**src/rtl/pmp_params.svh**
```systemverilog
// Purpose: constants of the pump turn-on control block
// Assumes: 250 MHz clock, power-on equals synchronous reset
// Notes: rules carried by this block follow
// Function
// (RQ1) standard start uses only the primary conductivity frequency input
// (RQ2) conductivity condition met only when measured frequency exceeds fixed threshold
// (RQ3) threshold fixed far above zero-conductivity frequency so drift in air fails
// (RQ4) pump energised only after 60 s delay following conductivity detection
// (RQ5) operator waits at least one minute submerged before descending
// (RQ6) power cycling (reset) restarts the turn-on sequence from the start
// (RQ7) manual option: pump switches only on relayed modem on/off commands
// (RQ8) manual option never starts the pump automatically
// (RQ9) pump command handling leaves sampler traffic on the modem channel intact
// (RQ10) water-contact option starts pump 60 s after pin indicates immersion
// (RQ11) water-contact option stops pump as soon as pin leaves water
// (RQ12) water-contact switching ignores conductivity frequency entirely
// (RQ13) water-contact option on aux connector disables the bottom contact indication
// (RQ14) open bottom switch means no bottom contact, flag clear
// (RQ15) closed bottom switch sets flag in every scan while closed
// (RQ16) surface unit raises alarm whenever the flag is received set
// (RQ17) after power-up pump off, timer clear until start condition newly met
// (RQ18) standard option keeps pump on until power is removed
`ifndef PMP_PARAMS_SVH
`define PMP_PARAMS_SVH
`define PMP_CLK_HZ 250000000
`define PMP_DELAY_S 60
`define PMP_DELAY_CYCLES (36'(64'(`PMP_DELAY_S) * 64'(`PMP_CLK_HZ)))
`define PMP_GATE_S 1
`define PMP_GATE_CYCLES (32'(`PMP_GATE_S * `PMP_CLK_HZ))
`define PMP_MIN_FREQ_HZ 32'hdac
`define PMP_CMD_ON 8'hf1
`define PMP_CMD_OFF 8'hf0
`define PMP_OFF_CTRL 12'h000
`define PMP_OFF_STATUS 12'h004
`define PMP_OFF_FREQ 12'h008
`define PMP_OFF_IRQ_STAT 12'h00c
`define PMP_OFF_IRQ_CLR 12'h010
`define PMP_OFF_IRQ_EN 12'h014
`define PMP_RST_OPT 2'h0
`define PMP_IRQ_W 4
`define PMP_IRQ_COND 0
`define PMP_IRQ_START 1
`define PMP_IRQ_STOP 2
`define PMP_IRQ_BOTTOM 3
`endif

```
**src/rtl/pmp_pkg.sv**
```systemverilog
// Purpose: types of the pump turn-on control block
// Assumes: pmp_params.svh holds the numbers
// Notes: option codes follow declaration order
package pmp_pkg;
   typedef enum logic [1:0] {OPT_STD, OPT_MANUAL, OPT_WATER} pmp_opt_e;
   typedef enum logic [1:0] {ST_IDLE, ST_DELAY, ST_ON} pmp_state_e;
   typedef struct packed {
      logic [11:0] paddr;
      logic psel;
      logic penable;
      logic pwrite;
      logic [31:0] pwdata;
   } pmp_apb_req_s;
   typedef struct packed {
      logic bottom_contact;
      logic pump_on;
   } pmp_scan_flags_s;
endpackage : pmp_pkg

```
**src/rtl/pmp_ctrl.sv**
```systemverilog
// Purpose: pump turn-on control, bottom contact flag and modem command split
// Assumes: reset is asserted at every power-up; modem bytes arrive on clk
// Notes: registers on APB, always ready, one wait-free access phase
`timescale 1ns/1ps
`include "pmp_params.svh"
module pmp_ctrl #(
   parameter logic [35:0] DELAY_CYCLES = `PMP_DELAY_CYCLES,
   parameter logic [31:0] GATE_CYCLES = `PMP_GATE_CYCLES,
   parameter logic [31:0] THRESH_COUNT = `PMP_MIN_FREQ_HZ
) (
   // clock and reset
   input wire logic clk,
   input wire logic reset,
   // apb slave
   input pmp_pkg::pmp_apb_req_s apb_req,
   output logic [31:0] prdata,
   output logic pready,
   output logic pslverr,
   // sensor pins
   input wire logic primary_cond_freq,
   input wire logic aux_contact_in,
   // modem channel in, sampler traffic out
   input wire logic mdm_valid,
   input wire logic [7:0] mdm_byte,
   output logic smp_valid,
   output logic [7:0] smp_byte,
   // pump, scan flags, interrupt
   output logic pump_on,
   output pmp_pkg::pmp_scan_flags_s scan_flags,
   output logic irq
);
   import pmp_pkg::*;

   localparam logic [2:0] SEL_CTRL = 3'h0;
   localparam logic [2:0] SEL_STATUS = 3'h1;
   localparam logic [2:0] SEL_FREQ = 3'h2;
   localparam logic [2:0] SEL_ISTAT = 3'h3;
   localparam logic [2:0] SEL_ICLR = 3'h4;
   localparam logic [2:0] SEL_IEN = 3'h5;
   localparam logic [2:0] SEL_NONE = 3'h7;

   // address decode shared by the setup-phase read and the access-phase write
   function automatic logic [2:0] reg_sel(input logic [11:0] addr);
      case (addr)
         `PMP_OFF_CTRL: reg_sel = SEL_CTRL;
         `PMP_OFF_STATUS: reg_sel = SEL_STATUS;
         `PMP_OFF_FREQ: reg_sel = SEL_FREQ;
         `PMP_OFF_IRQ_STAT: reg_sel = SEL_ISTAT;
         `PMP_OFF_IRQ_CLR: reg_sel = SEL_ICLR;
         `PMP_OFF_IRQ_EN: reg_sel = SEL_IEN;
         default: reg_sel = SEL_NONE;
      endcase
   endfunction : reg_sel

   logic cond_s, aux_s;
   logic [31:0] freq_w;
   logic freq_valid_w;

   pmp_sync u_sync_cond (
      .clk(clk),
      .reset(reset),
      .pin(primary_cond_freq),
      .level(cond_s)
   );

   pmp_sync u_sync_aux (
      .clk(clk),
      .reset(reset),
      .pin(aux_contact_in),
      .level(aux_s)
   );

   // only the primary channel is measured; no secondary input exists
   pmp_freq_meter #(
      .GATE_CYCLES(GATE_CYCLES)
   ) u_meter (
      .clk(clk),
      .reset(reset),
      .sig(cond_s), // [RQ1]
      .freq(freq_w),
      .valid(freq_valid_w)
   );

   pmp_opt_e opt_q;
   pmp_state_e state_q, state_d;
   logic [35:0] dly_q, dly_d;
   logic pump_q;
   logic restart;
   logic cond_met, wet, cmd_on, cmd_off, cmd_hit;
   logic bottom;
   logic [2:0] wsel, rsel;
   logic acc, wr;
   logic [31:0] prdata_q;
   logic [`PMP_IRQ_W-1:0] ist_q, ien_q, ev, iclr;
   logic bottom_prev_q;
   pmp_scan_flags_s flags_q;
   logic smp_valid_q;
   logic [7:0] smp_byte_q;

   assign acc = apb_req.psel & apb_req.penable;
   assign wr = acc & apb_req.pwrite;
   assign wsel = reg_sel(apb_req.paddr);
   assign rsel = wsel;
   assign pready = 1'b1;
   assign pslverr = acc & (wsel == SEL_NONE);

   // threshold is a constant, not software-writable, so drift in air cannot be tuned in
   assign cond_met = (opt_q == OPT_STD) & freq_valid_w & (freq_w > THRESH_COUNT); // [RQ2] [RQ3]
   assign wet = (opt_q == OPT_WATER) & aux_s; // [RQ12]
   assign cmd_hit = mdm_valid & (opt_q == OPT_MANUAL) &
                    ((mdm_byte == `PMP_CMD_ON) | (mdm_byte == `PMP_CMD_OFF));
   assign cmd_on = cmd_hit & (mdm_byte == `PMP_CMD_ON); // [RQ7]
   assign cmd_off = cmd_hit & (mdm_byte == `PMP_CMD_OFF); // [RQ7]

   // a change of option restarts the sequence like a power cycle would
   assign restart = wr & (wsel == SEL_CTRL) & (apb_req.pwdata[1:0] != 2'h3) &
                    (apb_req.pwdata[1:0] != opt_q);

   always_ff @(posedge clk) begin
      if (reset) begin
         opt_q <= pmp_opt_e'(`PMP_RST_OPT);
      end else if (restart) begin
         opt_q <= pmp_opt_e'(apb_req.pwdata[1:0]);
      end
   end

   always_comb begin
      state_d = state_q;
      dly_d = dly_q;
      case (state_q)
         ST_IDLE: begin
            dly_d = 36'h0; // [RQ17]
            if (cond_met | wet) begin
               state_d = ST_DELAY; // [RQ4] [RQ10]
            end else if (cmd_on) begin
               state_d = ST_ON; // [RQ8]
            end
         end
         ST_DELAY: begin
            dly_d = dly_q + 36'h1;
            if ((opt_q == OPT_WATER) & ~wet) begin
               state_d = ST_IDLE; // [RQ11]
            end else if (dly_q == DELAY_CYCLES - 36'h1) begin
               state_d = ST_ON; // [RQ4] [RQ10]
            end
         end
         ST_ON: begin
            if ((opt_q == OPT_WATER) & ~wet) begin
               state_d = ST_IDLE; // [RQ11]
            end else if (cmd_off) begin
               state_d = ST_IDLE; // [RQ7]
            end
            // standard option has no exit from here short of reset or a change of option
         end
         default: begin
            state_d = ST_IDLE;
         end
      endcase
      if (restart) begin
         state_d = ST_IDLE;
         dly_d = 36'h0;
      end
   end

   always_ff @(posedge clk) begin
      if (reset) begin
         state_q <= ST_IDLE; // [RQ6] [RQ17]
         dly_q <= 36'h0;
      end else begin
         state_q <= state_d; // [RQ18]
         dly_q <= dly_d;
      end
   end

   always_ff @(posedge clk) begin
      if (reset) begin
         pump_q <= 1'b0; // [RQ6] [RQ17]
      end else begin
         pump_q <= (state_d == ST_ON);
      end
   end

   // aux connector carries the immersion pin in water-contact mode
   assign bottom = (opt_q != OPT_WATER) & aux_s; // [RQ13] [RQ14]

   always_ff @(posedge clk) begin
      if (reset) begin
         flags_q <= '0;
         bottom_prev_q <= 1'b0;
      end else begin
         flags_q.bottom_contact <= bottom; // [RQ15]
         flags_q.pump_on <= pump_q;
         bottom_prev_q <= bottom;
      end
   end

   // pump bytes are consumed only in manual mode; all else passes in order
   always_ff @(posedge clk) begin
      if (reset) begin
         smp_valid_q <= 1'b0;
         smp_byte_q <= 8'h0;
      end else begin
         smp_valid_q <= mdm_valid & ~cmd_hit; // [RQ9]
         if (mdm_valid) begin
            smp_byte_q <= mdm_byte; // [RQ9]
         end
      end
   end

   always_comb begin
      ev = '0;
      ev[`PMP_IRQ_COND] = (state_q == ST_IDLE) & (state_d == ST_DELAY);
      ev[`PMP_IRQ_START] = ~pump_q & (state_d == ST_ON);
      ev[`PMP_IRQ_STOP] = pump_q & (state_d != ST_ON);
      ev[`PMP_IRQ_BOTTOM] = bottom & ~bottom_prev_q;
   end

   assign iclr = (wr & (wsel == SEL_ICLR)) ? apb_req.pwdata[`PMP_IRQ_W-1:0] : '0;

   // set beats clear so an event in the clearing cycle survives
   always_ff @(posedge clk) begin
      if (reset) begin
         ist_q <= '0;
      end else begin
         ist_q <= (ist_q & ~iclr) | ev;
      end
   end

   always_ff @(posedge clk) begin
      if (reset) begin
         ien_q <= '0;
      end else if (wr & (wsel == SEL_IEN)) begin
         ien_q <= apb_req.pwdata[`PMP_IRQ_W-1:0];
      end
   end

   // read data is captured in the setup cycle so pready can stay high
   always_ff @(posedge clk) begin
      if (reset) begin
         prdata_q <= 32'h0;
      end else if (apb_req.psel & ~apb_req.penable & ~apb_req.pwrite) begin
         case (rsel)
            SEL_CTRL: prdata_q <= {30'h0, opt_q};
            SEL_STATUS: prdata_q <= {27'h0, bottom, aux_s, (state_q == ST_DELAY),
                                     cond_met, pump_q};
            SEL_FREQ: prdata_q <= freq_w;
            SEL_ISTAT: prdata_q <= {{(32-`PMP_IRQ_W){1'b0}}, ist_q};
            SEL_IEN: prdata_q <= {{(32-`PMP_IRQ_W){1'b0}}, ien_q};
            default: prdata_q <= 32'h0;
         endcase
      end
   end

   assign prdata = prdata_q;
   assign pump_on = pump_q;
   assign scan_flags = flags_q;
   assign smp_valid = smp_valid_q;
   assign smp_byte = smp_byte_q;
   assign irq = |(ist_q & ien_q);
endmodule : pmp_ctrl

```
**src/rtl/pmp_sync.sv**
```systemverilog
// Purpose: three-stage synchroniser with agreement filter for a pin
// Assumes: pin is asynchronous to clk
// Notes: level moves only when stages two and three agree
`timescale 1ns/1ps
module pmp_sync (
   // clock and reset
   input wire logic clk,
   input wire logic reset,
   // pin and filtered level
   input wire logic pin,
   output logic level
);
   logic s1_q, s2_q, s3_q, lvl_q;
   always_ff @(posedge clk) begin
      if (reset) begin
         s1_q <= 1'b0;
         s2_q <= 1'b0;
         s3_q <= 1'b0;
      end else begin
         s1_q <= pin;
         s2_q <= s1_q;
         s3_q <= s2_q;
      end
   end
   always_ff @(posedge clk) begin
      if (reset) begin
         lvl_q <= 1'b0;
      end else if (s2_q == s3_q) begin
         lvl_q <= s3_q;
      end
   end
   assign level = lvl_q;
endmodule : pmp_sync

```
**src/rtl/pmp_freq_meter.sv**
```systemverilog
// Purpose: gated edge counter giving raw frequency per gate period
// Assumes: sig is already synchronised
// Notes: result is edges per gate, i.e. Hz with a one second gate
`timescale 1ns/1ps
`include "pmp_params.svh"
module pmp_freq_meter #(
   parameter logic [31:0] GATE_CYCLES = `PMP_GATE_CYCLES
) (
   // clock and reset
   input wire logic clk,
   input wire logic reset,
   // measured signal and result
   input wire logic sig,
   output logic [31:0] freq,
   output logic valid
);
   logic prev_q, valid_q;
   logic [31:0] gate_q, cnt_q, freq_q;
   logic edge_s;
   assign edge_s = sig & ~prev_q;
   always_ff @(posedge clk) begin
      if (reset) begin
         prev_q <= 1'b0;
      end else begin
         prev_q <= sig;
      end
   end
   always_ff @(posedge clk) begin
      if (reset) begin
         gate_q <= 32'h0;
         cnt_q <= 32'h0;
         freq_q <= 32'h0;
         valid_q <= 1'b0;
      end else if (gate_q == GATE_CYCLES - 32'h1) begin
         gate_q <= 32'h0;
         cnt_q <= 32'h0;
         freq_q <= cnt_q + {31'h0, edge_s};
         valid_q <= 1'b1;
      end else begin
         gate_q <= gate_q + 32'h1;
         cnt_q <= cnt_q + {31'h0, edge_s};
      end
   end
   assign freq = freq_q;
   assign valid = valid_q;
endmodule : pmp_freq_meter

```
**config.mk**
```make
export PLATFORM = sky130hd
export DESIGN_NAME = pmp_ctrl
export DESIGN_NICKNAME = d
export VERILOG_FILES = /design/src/rtl/pmp_pkg.sv /design/src/rtl/pmp_ctrl.sv /design/src/rtl/pmp_sync.sv /design/src/rtl/pmp_freq_meter.sv
export VERILOG_INCLUDE_DIRS = /design/src /design/src/rtl
export SDC_FILE = /design/constraint.sdc
export NUM_CORES = 1
export LEC_CHECK = 0
export BUFFER_PORTS_ARGS = -buffer_cell sky130_fd_sc_hd__buf_2
export CAP_MARGIN = 20
export CORE_MARGIN = 2
export CORE_UTILIZATION = 28
export DETAILED_ROUTE_END_ITERATION = 10
export PLACE_DENSITY = 0.5
export SLEW_MARGIN = 0
export SYNTH_ARGS = -nofsm -noshare
export SYNTH_HDL_FRONTEND = slang
export SYNTH_HIERARCHICAL = 1
export SYNTH_SLANG_ARGS = --single-unit
export TNS_END_PERCENT = 10
```
**constraint.sdc**
```tcl
create_clock -name clk -period 2.52 [get_ports clk]
set_input_delay 0.504 -clock clk [delete_from_list [all_inputs] [get_ports clk]]
set_output_delay 0.504 -clock clk [all_outputs]
set_load 0.005 [all_outputs]
```
==> impl_metrics.tcl, run 1 <==
set metrics [dict create \
    comb_power_share_pct 2.8 \
    power.internal_uw 4950 \
    wire_per_inst_um 14.5 \
    ios 107 \
    p_clk_share_pct 47.1 \
    slew_violations 0 \
    pwr-share-seq_pct 50.1 \
    die_h_um 182 \
    drt_iter0_drc 464 \
    r2r.worst_path.cells 8 \
    nets 1150 \
    finish.utilization_pct 33.3 \
    synth_fp_nets 1070 \
    ir_drop_v 0.000521 \
    slew_headroom_pct 53.3 \
    rsz0062_at_grt "false" \
    start_kind "primary input" \
    synthFlopType "dfxtp_1" \
    drive_above_1_share_pct 18.0 \
    final_common_cell "dfxtp_1" \
    n_antenna_cell 0 \
    endpoint "pslverr" \
    cts_buffers 17 \
    cts_sinks 198 \
    place_hpwl_um 15600 \
    reg2reg_to "u_meter/freq[26]" \
    area_delta_synth_final_pct 18.1 \
    synth_seq_area_share_pct 44.7 \
    dp_slack_ns -0.0245 \
    instances_no_fill 1499 \
    synthAdderAreaFrac_pct 0.564 \
    hold_buffers 0 \
    cts_tree "built" \
    portBuffers 77 \
    synth_simple_gate_area_share_pct 28.8 \
    arrival_ns 1.85 \
    r2r_slack_ns 0.18 \
    netlist_area_um2 8870 \
    fin_hold_ws_ns 0.280 \
    switchingPower_uw 1340 \
    outcome "finished, final reports clean" \
    period_minus_slack_ns 2.35 \
    path_clk_slew_ns 0.07 \
    synth-edff-count 0 \
    dieArea_um2 33100 \
    min_path_type "primary input to flop" \
    ant_nets 0 \
    slowest_delay_ns 0.59 \
    p_leak_uw 0.00370 \
    worstSkewPairLatency_ns 0.44 \
    track_usage_pct 13.5 \
    syn_area_per_cell_um2 8.81 \
    r2r-start "u_meter/gate_q[0]" \
    ys_seq_elements 198 \
    swShare_pct 21.4 \
    muxShareOfSynthArea_pct 4.66 \
    layout_setup_ws_ns 0.167 \
    drt_pass1_iterations 5 \
    crit_fanout 5 \
    overflow 0 \
    ctsRootBufferMaster "clkbuf_16" \
    synth-xor-area-share_pct 8.20 \
    cp-startpoint "apb_req[45]" \
    synth_top_family_by_area "simple AND/OR/NAND/NOR gates" \
    endpoint_kind "primary output" \
    finalSetupViolations 0 \
    core-area_um2 31400 \
    antenna_found_initial 0 \
    row_count 65 \
    clock_skew_ns 0.0163 \
    start_util_pct 28.2 \
    worst-setup-path-type "primary input to primary output" \
    synthCells 1006 \
    dieWidth_um 182 \
    synth-compound-area-share_pct 8.38 \
    drc 0 \
    synth_warnings 6 \
    clockBufferDepth 2 \
    cts.htree.levels 4 \
    hold_viol 0 \
    crit_path_frequent_cell "buf_2" \
    path_cells "buf_2 -> or4_1 -> buf_4 -> nor3_2 -> a21oi_1 -> buf_2" \
    worstHoldStart "aux_contact_in" \
    vias_per_cell 4.73 \
    place_inst 1469 \
    place_congestion 0.758 \
    tightest_slew_ns 0.696 \
    ys_async_sr_fraction_pct 0 \
    power_density_nw_per_um2 601 \
    final_cell_mix "dfxtp_1 (198), nor2_1 (150), nand2_1 (102)" \
    worstPathRequired_ns 2.02 \
    grt_max_degree 55 \
    routed-via-count 7095 \
    routed_wl_um 21700 \
    drv_cap 0 \
    netlist-cell-type-count 60 \
    grt_pass1_wl_um 35600 \
    grt_pass1_vias 6856 \
    critPathSlowestCell "or4_1" \
    finalCritPeriodShare_pct 93.4 \
    fmax_ghz 0.425 \
]
[registers in the layout (all words and copies together) (netlist names), 2 cells and up]
name and count:
smp_byte 8, u_meter/cnt_q 32, opt_q 2, dly_q 36
prdata 32, scan_flags 2, u_meter/gate_q 32, u_meter/freq 32
state_q 2, ist_q 4, ien_q 4
[cells by family after synthesis]
group,Yosys count
XOR/XNOR,83
AO/OA/AOI/OAI,100
buffers and inverters,82
AND/OR/NAND/NOR,497
other,1
multiplexers,41
adder cells (fa/ha/maj),4
flip-flops,198
[cell usage after synthesis (3+ instances only)]
cell type / instances / area [um2]
nand2_1: 102 / 383
clkbuf_1: 30 / 113
ha_1: 4 / 50.1
a21oi_1: 38 / 190
o21ai_1: 3 / 15.0
o21ai_0: 5 / 25.0
nor4b_1: 4 / 35.0
nand4b_1: 10 / 87.6
nor3_1: 18 / 90.1
inv_1: 28 / 105
a22oi_1: 4 / 30.0
a21oi_2: 16 / 140
nand3_1: 45 / 225
nand3b_1: 4 / 30.0
a211oi_2: 15 / 188
or3_1: 10 / 62.6
nor3b_1: 5 / 37.5
dfxtp_1: 198 / 3960
and2_1: 3 / 18.8
nor2b_1: 25 / 156
and3_1: 13 / 81.3
o21a_1: 3 / 22.5
buf_6: 7 / 78.8
nand2b_1: 7 / 43.8
or2_2: 4 / 25.0
nor2_1: 150 / 563
xor2_1: 59 / 517
nor4_1: 20 / 125
nor4_2: 3 / 37.5
buf_2: 5 / 25.0
mux2i_1: 39 / 390
buf_4: 11 / 82.6
nand4_1: 40 / 250
xnor2_1: 24 / 210
or4_1: 14 / 105
and4_1: 8 / 70.1
[per-stage QoR]
stage / power (uW) / instance area (um2) / TNS (ns)
2_1_floorplan: 3320 / 8870 / 0
3_3_place_gp: 3410 / 9830 / -0.0957
3_5_place_dp: 3410 / 9830 / -0.0654
4_1_cts: 6380 / 10500 / 0
5_1_grt: 6530 / 10500 / 0
6_report: 6290 / 10500 / 0
[repair_timing]
item,4_1_cts,5_1_grt
buffers inserted,0,0
resized for setup,0,1
endpoints found under the setup margin,0,1
[per-layer routing]
layer  part of all wire, %  track usage [%]
met5                     0                0
met3                   3.2             2.63
met4                   1.1             3.97
met2                    48             22.6
met1                    48             17.6
[power by group through the flow]
stage	clock (uW)	combinational (uW)	sequential (uW)
after floorplan	0	99.8	3220
after global placement	0	183	3220
after detailed placement	0	183	3230
after CTS	3040	184	3150
after global routing	3180	199	3150
final	2960	179	3150
[worst max-delay path, delay by kind of cell]
family | cells | cell delay [ns]
simple gates | 2 | 0.78
buf+inv | 3 | 0.43
compound gates | 1 | 0.14
[how the worst min path moves through the flow]
stage,to,slack [ns],cells past startpoint
4_1_cts,u_sync_aux/s1_q,0.26,2
3_3_place_gp,u_sync_aux/s2_q,0.42,1
3_5_place_dp,u_sync_aux/s2_q,0.42,1
2_1_floorplan,u_sync_aux/s2_q,0.41,1
6_report,u_sync_aux/s1_q,0.28,2
5_1_grt,u_sync_aux/s1_q,0.27,2
[area by class of cell]
cell class / instances / area, um2
Sequential cell: 198 / 3960
Clock inverter: 10 / 169
Inverter: 28 / 105
Clock buffer: 20 / 467
Tap cell: 402 / 503
Fill cell: 3339 / 20900
Multi-Input combinational cell: 726 / 4500
Timing Repair Buffer: 115 / 761
No activity file was read; power rests on OpenSTA's default activity.
==> run 2: changes to the inputs <==
--- a/config.mk
+++ b/config.mk
@@ -6,9 +6,9 @@
 export SDC_FILE = /design/constraint.sdc
 export NUM_CORES = 1
 export LEC_CHECK = 0
+export ABC_AREA = 1
 export BUFFER_PORTS_ARGS = -buffer_cell sky130_fd_sc_hd__buf_2
 export CAP_MARGIN = 20
-export CORE_MARGIN = 2
 export CORE_UTILIZATION = 28
 export DETAILED_ROUTE_END_ITERATION = 10
 export PLACE_DENSITY = 0.5
==> impl_metrics.tcl, run 2 <==
set metrics [dict create \
    nets 1590 \
    instances_no_fill 1994 \
    synthCells 1452 \
    path_clk_slew_ns 0.08 \
    endpoint_kind "flop" \
    crit_path_frequent_cell "nand2_4" \
    crit_buf_inv 2 \
    n_antenna_cell 0 \
    place_inst 1962 \
    drc 0 \
    clockBufferDepth 2 \
    grt_pass1_vias 8460 \
    finalCritPeriodShare_pct 80.0 \
    path_delay_family "simple AND/OR/NAND/NOR gates" \
    tns_ns 0 \
    antenna_found_initial 0 \
    start_kind "flop" \
    area_delta_synth_final_pct 15.1 \
    cts_buffers 17 \
    ant_nets 0 \
    dpl-instance-area_um2 10600 \
    drv_cap 0 \
    final_common_cell "nand2_1" \
    period_minus_slack_ns 2.02 \
    outcome "finished, final reports clean" \
    routed-via-count 9097 \
    synth_top_area_share_pct 40.5 \
    final_cell_mix "nand2_1 (427), nor2_1 (235), dfxtp_1 (198)" \
    hold_viol 0 \
    ctsRootBufferMaster "clkbuf_16" \
    cts_sinks 198 \
    min_path_type "primary input to flop" \
    yosys-top-cells-area "dfxtp_1 (40%), nand2_1 (16%), nor2_1 (9.0%)" \
    fin_hold_ws_ns 0.264 \
    p_leak_uw 0.00438 \
    routed_wl_um 26000 \
    place_congestion 0.869 \
    dp_slack_ns 0.446 \
    grt_max_degree 35 \
    die_h_um 189 \
    netlist_area_um2 9790 \
    ios 107 \
    synth_fp_nets 1516 \
    power_density_nw_per_um2 547 \
    ys_seq_elements 198 \
    crit_fanout 31 \
    netlist-cell-type-count 46 \
    core-area_um2 34500 \
    synth-edff-count 0 \
    slowest_delay_ns 0.45 \
    synth_seq_area_share_pct 40.5 \
    finalSetupViolations 0 \
    tightest_slew_ns 0.548 \
    yosysMostFrequentCell "nand2_1" \
    largest_reg_flops 36 \
    worstSkewPairLatency_ns 0.45 \
    hold_buffers 0 \
    arrival_ns 2.33 \
    portBuffers 77 \
    dieWidth_um 189 \
    cts_resized 0 \
    regMostFlops "dly_q" \
    drive_above_1_share_pct 12.0 \
    synth_warnings 6 \
    final_area_um2 11300 \
    slew_headroom_pct 63.2 \
    dieArea_um2 35700 \
    worstPathRequired_ns 2.83 \
    track_usage_pct 14.8 \
    path_cells "ha_1 -> nand3_4 -> inv_2 -> nand2_1 -> nor2_2 -> nand2_4 -> nand2_4 -> buf_4 -> a21oi_1" \
    grt_pass1_wl_um 42600 \
    cts_tree "built" \
    synthFlopType "dfxtp_1" \
    critPathSlowestCell "dfxtp_1" \
    drt_pass1_iterations 5 \
    synthTopCellsByCount "nand2_1 (427), nor2_1 (235), dfxtp_1 (198)" \
    vias_per_cell 4.56 \
    row_count 68 \
    fmax_ghz 0.496 \
    wire_per_inst_um 13.0 \
    slew_violations 0 \
    layout_setup_ws_ns 0.503 \
    ys_async_sr_fraction_pct 0 \
    cts_setup_buffers 0 \
    ir_drop_v 0.000364 \
    cts.htree.levels 4 \
    post-synth-top-area-cell "dfxtp_1" \
    n_fill_cell 3772 \
    overflow 0 \
    drt_iter0_drc 588 \
    place_hpwl_um 19800 \
    worst-setup-path-type "flop to flop" \
    clock_skew_ns 0.0127 \
    start_util_pct 28.4 \
    rsz0062_at_grt "false" \
    syn_area_per_cell_um2 6.74 \
]
==> run 2: cell count changes after synthesis, sizes merged, moves of 20 or more <==
cell and change:
nand2 +334, nor2 +112, inv +103, nand3 +79
a21oi +42, mux2i -39, xor2 -35, nand4 -26
o21ai +24, nor2b -22, nor4 -22, nand3b +20
==> run 2: worst paths after layout <==
| check | startpoint | to | slack [ns] | cells past startpoint |
|---|---|---|---|---|
| max | u_meter/gate_q[0] | u_meter/cnt_q[24] | 0.50 | 9 |
| min | primary_cond_freq | u_sync_cond/s1_q | 0.26 | 3 |
| max reg2reg | u_meter/gate_q[0] | u_meter/cnt_q[24] | 0.50 | 9 |
| min reg2reg | u_sync_aux/s1_q | u_sync_aux/s2_q | 0.42 | 2 |
==> run 2: layer usage <==
layer	wire length [um]	GRT usage, %
met3	822	2.71
met5	0	0
met4	270	3.35
met2	12000	24.4
met1	12900	19.9
==> run 2: cell families (layout without fill, tap and decap cells) <==
family	after synthesis	after routing	share of synthesized area (%)
buf+inv	169	256	7.38
compound gates	142	142	7.62
simple gates	904	904	40.9
flops	198	198	40.5
fa+ha+maj	4	4	0.511
other cells	1	1	0.0383
xor+xnor	34	34	3.04
==> run 2: cell type report <==
class | instances | area, um2 | share of cell area, %
Sequential cell | 198 | 3960 | 35.2
Clock buffer | 17 | 425 | 3.77
Multi-Input combinational cell | 1085 | 5110 | 45.3
Clock inverter | 15 | 196 | 1.74
Timing Repair Buffer | 92 | 510 | 4.53
Tap cell | 455 | 569 | 5.05
Inverter | 132 | 498 | 4.42
==> run 2: worst min-delay path, cell delays in order <==
cell and delay, ns:
buf_2 0.09, inv_1 0.04, nor2_1 0.03
==> run 2: report_power, final <==
part,switching (uW),internal [uW],leakage (uW)
registers,10.8,3140,0.00160
logic,126,57.6,0.00248
clock network,1460,1370,0.000302
==> run 2: metrics by stage <==
stage	power, uW	utilization, %
2_1_floorplan	3330	-
3_3_place_gp	3410	30.9
3_5_place_dp	3410	30.9
4_1_cts	6280	32.7
5_1_grt	6430	32.7
6_report	6170	32.7
